File: src/pkg/wan_tx_params.svh
// constants of the wan transmit output stage: register map, fields, resets, sizes
// assumes inclusion by bare name from the package and the design files
`ifndef WAN_TX_PARAMS_SVH
`define WAN_TX_PARAMS_SVH

// ****************************************************************
// register byte addresses
// ****************************************************************
`define WTX_ADR_W 8
`define WTX_CTRL_ADR 8'h00
`define WTX_STATUS_ADR 8'h04

// ****************************************************************
// control register fields
// ****************************************************************
`define WTX_CTRL_EN_BIT 0
`define WTX_CTRL_MASTER_BIT 1
`define WTX_CTRL_WIDE_BIT 2
`define WTX_CTRL_ODD_BIT 3
`define WTX_CTRL_PREPEND_BIT 4
`define WTX_CTRL_PORT_LSB 8
`define WTX_CTRL_PORT_MSB 10
`define WTX_CTRL_RESET 32'h0000_0000

// ****************************************************************
// status register fields
// ****************************************************************
`define WTX_STAT_BUSY_BIT 0
`define WTX_STAT_SEL_BIT 1
`define WTX_STAT_DRIVE_BIT 2
`define WTX_STAT_CNT_LSB 8
`define WTX_STAT_CNT_MSB 12

// ****************************************************************
// sizes
// ****************************************************************
`define WTX_WORD_W 16
`define WTX_PORT_W 3
`define WTX_FIFO_DEPTH 16
`define WTX_FIFO_W 18
`define WTX_CNT_W 5

`endif

File: src/pkg/wan_tx_pkg.sv
// types of the wan transmit output stage
// assumes wan_tx_params.svh on the include path
`include "wan_tx_params.svh"

package wan_tx_pkg;

   typedef logic [`WTX_WORD_W-1:0] word_t;
   typedef logic [`WTX_PORT_W-1:0] port_t;
   typedef logic [`WTX_ADR_W-1:0] wb_adr_t;
   typedef logic [`WTX_FIFO_W-1:0] fifo_word_t;
   typedef logic [`WTX_CNT_W-1:0] fifo_cnt_t;

   typedef enum logic [1:0] {
      ST_IDLE,
      ST_ADDR,
      ST_BODY
   } cell_state_t;

   typedef struct packed {
      logic clk_s1;
      logic clk_s2;
      logic clk_s3;
      logic en_s1;
      logic en_s2;
      port_t ps_s1;
      port_t ps_s2;
      cell_state_t state;
      logic sel;
      logic drive;
      logic if_en;
      logic master;
      logic wide;
      logic odd;
      logic prepend;
      port_t port;
      logic ack;
      logic [31:0] rdat;
      logic tstart;
      logic tstart_oe;
      logic sop;
      word_t word;
      logic par;
      logic enn;
      logic enn_oe;
      port_t ps_out;
      logic ps_oe;
      logic avail;
      logic avail_oe;
   } tx_state_t;

endpackage

File: src/hdl/wan_cell_transmit_outputs.sv
// wan transmit cell bus output stage with wishbone control and a word fifo
// assumes the link clock and far-side pins are asynchronous to i_clk
`timescale 1ns/1ps
`default_nettype none
`include "wan_tx_params.svh"

// Operation
// - transfer start strobe on first transfer cycle
// - strobe meaningful only in extended addressing
// - link outputs change only at link rising edges
// - cell start high with first cell word
// - master drives cell start and parity while enabled
// - master drives all sixteen data bits
// - slave drives marker, parity after enable
// - slave drives data one edge after enable
// - eight-bit mode: only low byte valid
// - selectable odd or even bus parity
// - master enable low on each edge a word moves
// - all pins released while interface disabled
// - slave answers only its own port, except on the transfer start pin
module wan_cell_transmit_outputs (
   input wire logic i_clk, // system clock, 200 MHz
   input wire logic i_rst, // async reset, high
   input wire logic i_wb_cyc, // wishbone cycle
   input wire logic i_wb_stb, // wishbone strobe
   input wire logic i_wb_we, // wishbone write
   input wire wan_tx_pkg::wb_adr_t i_wb_adr, // wishbone byte address
   input wire logic [3:0] i_wb_sel, // wishbone byte enables
   input wire logic [31:0] i_wb_dat, // wishbone write data
   output logic [31:0] o_wb_dat, // wishbone read data
   output logic o_wb_ack, // wishbone acknowledge
   input wire logic i_word_valid, // cell word offered
   input wire wan_tx_pkg::word_t i_word_data, // cell word
   input wire logic i_word_first, // first word of cell
   input wire logic i_word_last, // last word of cell
   output logic o_word_ready, // fifo can take a word
   input wire logic i_wan_tx_clock, // link clock pin
   output logic o_wan_tx_transfer_start, // transfer start strobe
   output logic o_wan_tx_transfer_start_oe, // its drive enable
   output logic o_wan_tx_cell_start, // cell start marker
   output logic o_wan_tx_cell_start_oe, // its drive enable
   output wan_tx_pkg::word_t o_wan_tx_word_bus, // link data bus
   output logic o_wan_tx_word_bus_oe, // bus drive enable
   output logic o_wan_tx_word_parity, // bus parity
   output logic o_wan_tx_word_parity_oe, // its drive enable
   input wire logic i_wan_tx_enable_n, // enable pin level, low active
   output logic o_wan_tx_enable_n, // enable driven as master
   output logic o_wan_tx_enable_n_oe, // enable drive enable
   input wire wan_tx_pkg::port_t i_wan_tx_port_select, // address pin level
   output wan_tx_pkg::port_t o_wan_tx_port_select, // address driven as master
   output logic o_wan_tx_port_select_oe, // address drive enable
   output logic o_wan_tx_cell_avail, // cell available as slave
   output logic o_wan_tx_cell_avail_oe // its drive enable
);
   import wan_tx_pkg::*;

   // ****************************************************************
   // state and fifo
   // ****************************************************************
   tx_state_t st_q;
   tx_state_t st_d;
   logic link_tick;
   logic pop;
   logic moved;
   logic go;
   logic head_valid;
   fifo_word_t head;
   fifo_cnt_t fifo_cnt;
   word_t head_data;
   logic head_first;
   logic head_last;

   assign link_tick = st_q.clk_s2 & ~st_q.clk_s3;
   assign head_data = head[`WTX_WORD_W-1:0];
   assign head_last = head[`WTX_WORD_W];
   assign head_first = head[`WTX_WORD_W+1];

   wan_tx_fifo #(
      .WIDTH(`WTX_FIFO_W),
      .DEPTH(`WTX_FIFO_DEPTH)
   ) u_fifo (
      .i_clk(i_clk),
      .i_rst(i_rst),
      .i_valid(i_word_valid),
      .o_ready(o_word_ready),
      .i_data({i_word_first, i_word_last, i_word_data}),
      .o_valid(head_valid),
      .i_ready(pop),
      .o_data(head),
      .o_count(fifo_cnt)
   );

   // ****************************************************************
   // next state
   // ****************************************************************
   always_comb begin
      st_d = st_q;
      pop = 1'b0;
      moved = 1'b0;
      go = 1'b0;
      // two-flop synchronisers for the link pins
      st_d.clk_s1 = i_wan_tx_clock;
      st_d.clk_s2 = st_q.clk_s1;
      st_d.clk_s3 = st_q.clk_s2;
      st_d.en_s1 = i_wan_tx_enable_n;
      st_d.en_s2 = st_q.en_s1;
      st_d.ps_s1 = i_wan_tx_port_select;
      st_d.ps_s2 = st_q.ps_s1;

      // wishbone slave, one wait state, unmapped reads zero
      st_d.ack = i_wb_cyc & i_wb_stb & ~st_q.ack;
      if (st_d.ack) begin
         st_d.rdat = '0;
         if (i_wb_adr == `WTX_CTRL_ADR) begin
            st_d.rdat[`WTX_CTRL_EN_BIT] = st_q.if_en;
            st_d.rdat[`WTX_CTRL_MASTER_BIT] = st_q.master;
            st_d.rdat[`WTX_CTRL_WIDE_BIT] = st_q.wide;
            st_d.rdat[`WTX_CTRL_ODD_BIT] = st_q.odd;
            st_d.rdat[`WTX_CTRL_PREPEND_BIT] = st_q.prepend;
            st_d.rdat[`WTX_CTRL_PORT_MSB:`WTX_CTRL_PORT_LSB] = st_q.port;
            if (i_wb_we && i_wb_sel[0]) begin
               st_d.if_en = i_wb_dat[`WTX_CTRL_EN_BIT];
               st_d.master = i_wb_dat[`WTX_CTRL_MASTER_BIT];
               st_d.wide = i_wb_dat[`WTX_CTRL_WIDE_BIT];
               st_d.odd = i_wb_dat[`WTX_CTRL_ODD_BIT];
               st_d.prepend = i_wb_dat[`WTX_CTRL_PREPEND_BIT];
            end
            if (i_wb_we && i_wb_sel[1]) begin
               st_d.port = i_wb_dat[`WTX_CTRL_PORT_MSB:`WTX_CTRL_PORT_LSB];
            end
         end else if (i_wb_adr == `WTX_STATUS_ADR) begin
            st_d.rdat[`WTX_STAT_BUSY_BIT] = (st_q.state != ST_IDLE);
            st_d.rdat[`WTX_STAT_SEL_BIT] = st_q.sel;
            st_d.rdat[`WTX_STAT_DRIVE_BIT] = st_q.drive;
            st_d.rdat[`WTX_STAT_CNT_MSB:`WTX_STAT_CNT_LSB] = fifo_cnt;
         end
      end

      // link side, advanced only at link rising edges
      if (link_tick) begin
         st_d.tstart = 1'b0;
         st_d.sop = 1'b0;
         if (!st_q.if_en) begin
            st_d.state = ST_IDLE;
            st_d.drive = 1'b0;
            st_d.sel = 1'b0;
            st_d.enn = 1'b1;
            st_d.enn_oe = 1'b0;
            st_d.ps_oe = 1'b0;
            st_d.avail_oe = 1'b0;
            st_d.tstart_oe = 1'b0;
         end else if (st_q.master) begin
            go = 1'b1;
            st_d.drive = 1'b1;
            st_d.sel = 1'b0;
            st_d.tstart_oe = 1'b1;
            st_d.enn_oe = 1'b1;
            st_d.ps_oe = 1'b1;
            st_d.ps_out = st_q.port;
            st_d.avail_oe = 1'b0;
         end else begin
            st_d.enn_oe = 1'b0;
            st_d.ps_oe = 1'b0;
            st_d.tstart_oe = 1'b1;
            // address taken while enable high between cells
            if (st_q.en_s2 && st_q.state == ST_IDLE) begin
               st_d.sel = (st_q.ps_s2 == st_q.port);
            end
            st_d.avail_oe = (st_q.ps_s2 == st_q.port);
            st_d.avail = head_valid;
            go = st_q.sel & ~st_q.en_s2;
            if (go) begin
               st_d.drive = 1'b1;
            end else if (st_q.en_s2 && st_q.state == ST_IDLE) begin
               st_d.drive = 1'b0;
            end
         end

         if (go && head_valid) begin
            unique case (st_q.state)
               ST_IDLE: begin
                  if (!head_first) begin
                     pop = 1'b1;
                  end else if (st_q.prepend) begin
                     moved = 1'b1;
                     st_d.tstart = 1'b1;
                     st_d.word = {{(`WTX_WORD_W-`WTX_PORT_W){1'b0}}, st_q.port};
                     st_d.state = ST_ADDR;
                  end else begin
                     pop = 1'b1;
                     moved = 1'b1;
                     st_d.tstart = 1'b1;
                     st_d.sop = 1'b1;
                     st_d.word = head_data;
                     st_d.state = head_last ? ST_IDLE : ST_BODY;
                  end
               end
               ST_ADDR, ST_BODY: begin
                  pop = 1'b1;
                  moved = 1'b1;
                  st_d.sop = (st_q.state == ST_ADDR);
                  st_d.word = head_data;
                  st_d.state = head_last ? ST_IDLE : ST_BODY;
               end
               default: begin
                  st_d.state = ST_IDLE;
               end
            endcase
         end
         if (!st_q.wide) begin
            st_d.word[`WTX_WORD_W-1:8] = '0;
         end
         st_d.par = (^st_d.word) ^ st_q.odd;
         if (st_q.if_en && st_q.master) begin
            st_d.enn = ~moved;
         end
      end
   end

   // ****************************************************************
   // registers
   // ****************************************************************
   always_ff @(posedge i_clk or posedge i_rst) begin
      if (i_rst) begin
         st_q <= '0;
         st_q.en_s1 <= 1'b1;
         st_q.en_s2 <= 1'b1;
         st_q.enn <= 1'b1;
      end else begin
         st_q <= st_d;
      end
   end

   assign o_wb_dat = st_q.rdat;
   assign o_wb_ack = st_q.ack;
   assign o_wan_tx_transfer_start = st_q.tstart;
   assign o_wan_tx_transfer_start_oe = st_q.tstart_oe;
   assign o_wan_tx_cell_start = st_q.sop;
   assign o_wan_tx_cell_start_oe = st_q.drive;
   assign o_wan_tx_word_bus = st_q.word;
   assign o_wan_tx_word_bus_oe = st_q.drive;
   assign o_wan_tx_word_parity = st_q.par;
   assign o_wan_tx_word_parity_oe = st_q.drive;
   assign o_wan_tx_enable_n = st_q.enn;
   assign o_wan_tx_enable_n_oe = st_q.enn_oe;
   assign o_wan_tx_port_select = st_q.ps_out;
   assign o_wan_tx_port_select_oe = st_q.ps_oe;
   assign o_wan_tx_cell_avail = st_q.avail;
   assign o_wan_tx_cell_avail_oe = st_q.avail_oe;
endmodule // wan_cell_transmit_outputs

`default_nettype wire

File: src/hdl/wan_tx_fifo.sv
// cell word fifo between the user stream and the link sequencer
// assumes one clock domain and an active high asynchronous reset
`timescale 1ns/1ps
`default_nettype none

module wan_tx_fifo #(
   parameter int WIDTH = 18,
   parameter int DEPTH = 16
) (
   input wire logic i_clk, // system clock
   input wire logic i_rst, // async reset, high
   input wire logic i_valid, // write side valid
   output logic o_ready, // write side ready, registered
   input wire logic [WIDTH-1:0] i_data, // write data
   output logic o_valid, // read side valid, registered
   input wire logic i_ready, // read side ready
   output logic [WIDTH-1:0] o_data, // head word
   output logic [$clog2(DEPTH):0] o_count // words held
);

   localparam int AW = $clog2(DEPTH);

   typedef struct packed {
      logic [AW-1:0] wr;
      logic [AW-1:0] rd;
      logic [AW:0] cnt;
      logic ready;
      logic valid;
   } fifo_state_t;

   fifo_state_t q;
   fifo_state_t d;
   logic [WIDTH-1:0] mem [DEPTH];
   logic push;
   logic pop;

   assign push = i_valid & q.ready;
   assign pop = i_ready & q.valid;

   always_comb begin
      d = q;
      if (push) begin
         d.wr = q.wr + 1'b1;
      end
      if (pop) begin
         d.rd = q.rd + 1'b1;
      end
      d.cnt = q.cnt + {{AW{1'b0}}, push} - {{AW{1'b0}}, pop};
      d.ready = (d.cnt != (AW+1)'(DEPTH));
      d.valid = (d.cnt != '0);
   end

   always_ff @(posedge i_clk or posedge i_rst) begin
      if (i_rst) begin
         q <= '0;
      end else begin
         q <= d;
      end
   end

   always_ff @(posedge i_clk) begin
      if (push) begin
         mem[q.wr] <= i_data;
      end
   end

   assign o_ready = q.ready;
   assign o_valid = q.valid;
   assign o_data = mem[q.rd];
   assign o_count = q.cnt;

endmodule // wan_tx_fifo

`default_nettype wire

File: config.mk
export PLATFORM = sky130hd
export DESIGN_NAME = wan_cell_transmit_outputs
export DESIGN_NICKNAME = d
export VERILOG_FILES = /design/src/pkg/wan_tx_pkg.sv /design/src/hdl/wan_cell_transmit_outputs.sv /design/src/hdl/wan_tx_fifo.sv
export VERILOG_INCLUDE_DIRS = /design/src /design/src/pkg
export SDC_FILE = /design/constraint.sdc
export NUM_CORES = 1
export LEC_CHECK = 0
export ABC_CLOCK_PERIOD_IN_PS = 3120
export BUFFER_PORTS_ARGS = -buffer_cell sky130_fd_sc_hd__clkbuf_2
export CORE_MARGIN = 3
export CORE_UTILIZATION = 30
export CTS_CLUSTER_SIZE = 20
export DETAILED_ROUTE_END_ITERATION = 16
export PLACE_DENSITY = 0.49
export REMOVE_ABC_BUFFERS = 1
export SLEW_MARGIN = 10
export SYNTH_ARGS = -nofsm -noshare
export SYNTH_HDL_FRONTEND = slang
export SYNTH_SLANG_ARGS = --single-unit
export TNS_END_PERCENT = 50
File: constraint.sdc
create_clock -name i_clk -period 3.12 [get_ports i_clk]
set_clock_uncertainty 0.1 [all_clocks]
set_input_delay 0.156 -clock i_clk [delete_from_list [all_inputs] [get_ports i_clk]]
set_output_delay 0.156 -clock i_clk [all_outputs]
set_load 0.01 [all_outputs]
==> impl_summary.txt <==
----------------------------------------------------
[Job]
  Max-capacitance violation count ... 0

[STA]
  Fin Hold WS ... 0.0476 ns
  Final critical path time including I/O delays and setup ... between 3 and 4 ns
  Least setup slack across all paths after layout ... -0.276 ns
  Final-report setup violation count ... 4
  Post-route fraction of the period consumed by the critical path ... 109%
  Unrepaired setup endpoints after global routing ... yes
  Top achievable clock speed ... between 0.2 and 0.3 GHz
  Normalized max-slew margin ... 64.7%
  Number of failing hold endpoints at the final stage ... 0
  Final count of pins violating max slew ... 0
  Worst Max-Slew Pin Slew ... 0.529 ns

[Clocking]
  Clock tree from TritonCTS ... done
  Latest clock arrival within the worst-skew pair ... roughly 0.56 ns
  Number of sinks handled by clock tree synthesis ... roughly 360
  Cell chosen for the clock root ... clkbuf_16
  Number of buffers created by CTS ... 42
  # H-tree levels ... 2
  Post-CTS clock slew at the launch and capture registers of the worst setup and hold paths ... 0.06 ns
  Max clock buf depth ... 3

[Route]
  Number of DRC violations after detailed routing ... 0
  Via-per-instance ratio ... around 4.6
  Detailed-router iteration count before antenna repair ... 5
  Post-route antenna net violation count ... 0
  Detailed-route wire length ... between 30 and 40 mm
  Routed wire per std cell ... around 21 um
  Total via count in the routed design ... between 8000 and 9000
  Count of routing violations after the opening detailed-route iteration ... 525

[Floorplan]
  Core region area ... around 50000 um^2
  Initial core utilization ... between 30% and 40%
  Vertical extent of the die ... 231 um
  Die area ... 53200 um^2
  Site row count ... 81
  Die span in x ... about 230 um
  I/O Pins ... roughly 140

[Min path]
  Hold Path Stages ... 3
  Source of the worst hold timing path ... i_wb_sel[0]
  Class of the most critical hold timing path ... input port to flip-flop
  Worst Hold End ... st_q[66]

[Placement]
  Number of I/O port buffers ... 89
  Cell Count Post-Placement ... 1664
  Weighted congestion reported at the end of routability-driven placement ... 0.767
  Estimated wirelength of the detail-placed design ... 22.9 mm
  Placed inst area ... 16700 um^2

[Layout]
  Total Nets Final ... ~1200
  Final cell area excluding filler cells ... between 15000 and 20000 um^2
  Filler cell count ... between 4000 and 5000
  Layout Cells excl Fill ... ~1800
  Proportion of layout cells with a drive suffix above 1 ... 32.8%
  Area of the multi-input gates ... around 4100 um^2
  FF/Latch Area ... 10600 um^2
  Utilization after layout ... between 30% and 40%
  P&R area growth vs syn ... 23.9%

[Synth]
  Flop and latch count out of synthesis ... roughly 360
  Sequential-to-total area share from yosys stat ... a little over two thirds
  Number of unique standard cell types used by synthesis ... 63
  Number of flops mapped to enable cells by yosys ... around 290
  Post-synthesis instance area ... 15100 um^2
  Synth Area per Inst ... 17.1 um^2
  Async S/R FF share, synth ... between 20% and 30%
  Yosys warnings ... 0
  Primary FF master, synth ... edfxtp_1
  Number of standard cells after synthesis ... 885

[Critical path]
  Startpoint type of the worst setup path ... flip-flop
  Delay of the slowest critical-path stage ... approximately 0.58 ns
  Slowest library cell on the worst path ... mux4_2
  Dominant cell type by count on the critical path ... mux4_2
  Reg-to-reg critical path startpoint ... u_fifo.q[7]
  Reg2Reg Capture Point ... o_wan_tx_word_parity
  Critical Path Sink Type ... flip-flop
  Worst R2R Path Depth ... 12
  Largest fanout of any net on the critical path ... 7
  Buffers plus inverters on the worst setup path ... 3
  Arrival time worst endpoint ... 3.73 ns
  Delay-heaviest family, CP ... multiplexers
  Worst endpoint required time ... 3.45 ns
  Sequence of cells on the critical path ... buf_6 -> buf_16 -> buf_12 -> mux4_2 -> mux4_2 -> a311o_1 -> a21oi_2 -> a41oi_2 -> nand2b_1 -> mux2i_1 -> xnor2_1 -> o21ai_1
  Critical path class ... flip-flop to flip-flop
  Worst reg-to-reg setup slack ... -0.28 ns

[Outcome]
  Failing checks ... negative setup slack
  Outcome ... finished, violations left

[Power and ir drop]
  Total chip power ... between 10 and 15 mW
  Static leakage power ... 6.74 nW
  Peak supply drop ... approximately 0.33 mV
  Pwr/cell area ... 637 nW/um^2

[Global route]
  Maximum number of pins on one net before global-route repair ... 34
  Via count of the first global-routing pass ... roughly 8700
  Global-route wire length before repair ... ~57 mm
  Global-route usage over all layers ... ~14%
  GR Overflow Total ... 0
  Number of antenna violations at the first check in global routing ... 1

----------------------------------------------------
logic make-up after synthesis:
kind of cell | after synthesis | synth area share (%)
buffers and inverters | 116 | 4.69
AOI/OAI and AO/OA | 126 | 5.98
adders and majority gates | 13 | 1.12
muxes | 117 | 13.0
and+or+nand+nor | 123 | 3.86
other | 1 | 0.0248
DFF | 364 | 69.7
xor gates and xnor gates | 25 | 1.63
sequential cells by signal (all words and copies together), names as in the netlist:
register and flops:
o_wan_tx_port_select_oe 1, o_wan_tx_cell_avail 1, o_wan_tx_enable_n 1, o_wan_tx_cell_start 1, u_fifo.q 8, st_d 6, o_wan_tx_cell_avail_oe 1, o_wan_tx_port_select 3
u_fifo.o_count 5, o_wan_tx_word_bus 16, u_fifo.o_valid 1, o_wb_dat 10, u_fifo.o_ready 1, o_wan_tx_transfer_start_oe 1, o_wan_tx_word_parity 1, o_wan_tx_cell_start_oe 1
u_fifo.mem 288, st_q 16, o_wb_ack 1, o_wan_tx_transfer_start 1
layer usage:
metal	up-vias	wire, um	track usage, %
li1	3812	-	-
met1	4223	17300	19.7
met2	227	17700	22.9
met3	61	2020	3.06
met4	2	828	4.01
met5	-	13	0
synth_stat cells, types with 8 or more instances:
cell type / instances / area, um^2
a21oi_1: 10 / 50.1
a221oi_1: 14 / 123
a22o_1: 8 / 70.1
a22oi_1: 14 / 105
and2_1: 15 / 93.8
buf_4: 58 / 435
clkbuf_1: 19 / 71.3
dfrtp_1: 73 / 1830
edfxtp_1: 288 / 8650
ha_1: 12 / 150
inv_1: 25 / 93.8
mux2_2: 14 / 158
mux2i_1: 39 / 390
mux4_2: 61 / 1370
nand2_1: 54 / 203
nand3_1: 9 / 45.0
nor2_1: 14 / 52.6
o21ai_0: 38 / 190
xnor2_1: 16 / 140
layout make-up:
class / count / area share, %
clock buffer: 55 / 6.08
multi-input combinational: 426 / 21.9
inverter: 26 / 0.527
tap: 664 / 4.43
timing repair buffer: 237 / 9.88
sequential: 364 / 56.3
antenna: 1 / 0.0133
clock inverter: 19 / 0.880
worst register-to-register path: stages, from the launching register on:
cell and delay [ns]:
dfrtp_4 0.45, buf_6 0.15, buf_16 0.15, buf_12 0.15, mux4_2 0.51, mux4_2 0.58
a311o_1 0.40, a21oi_2 0.15, a41oi_2 0.07, nand2b_1 0.17, mux2i_1 0.18, xnor2_1 0.14
o21ai_1 0.07
power by group:
part           leakage, nW  total (mW)  internal [mW]  switching [mW]
clock network        0.635        4.65           2.74            1.91
registers             3.60        5.90           5.75           0.153
logic                 2.51        1.40          0.533           0.869
placed cells by master (no fill, tap or decap), types with 14 or more instances in the layout:
cell type and count:
and2_1 15, buf_4 90, clkbuf_16 43, clkbuf_2 89, conb_1 22, dfrtp_1 71
dlygate4sd3_1 43, edfxtp_1 288, inv_1 22, mux2_2 14, mux2i_1 39, mux4_2 62
nand2_1 54, o21ai_0 37
worst max-delay path by stage:
stage / from / endpoint / slack [ns] / depth (start not counted)
floorplan: u_fifo.q[7] / u_fifo.o_valid / -3.30 / 14
global placement: u_fifo.q[7] / u_fifo.o_ready / -0.31 / 14
detailed placement: u_fifo.q[7] / u_fifo.o_ready / -0.33 / 14
CTS: u_fifo.q[7] / o_wan_tx_word_parity / -0.26 / 13
global route: u_fifo.q[7] / o_wan_tx_word_parity / -0.39 / 12
finish: u_fifo.q[7] / o_wan_tx_word_parity / -0.28 / 12
stage by stage:
step | setup WS (ns) | TNS [ns]
finish | -0.276 | -0.591
global route | -0.393 | -1.21
CTS | -0.260 | -0.829
detailed placement | -0.327 | -1.08
global placement | -0.311 | -1.01
floorplan | -3.30 | -78.81
what timing repair did:
item | 4_1_cts | 5_1_grt
setup endpoints to repair | 4 | 10
resized for setup | 17 | 26
hold buffers | 43 | 0
buffers inserted | 4 | 5
pin swaps | 11 | 10
cloned | 1 | 0
hold endpoints to repair | 386 | 0
No activity file was read; power rests on OpenSTA's default activity.
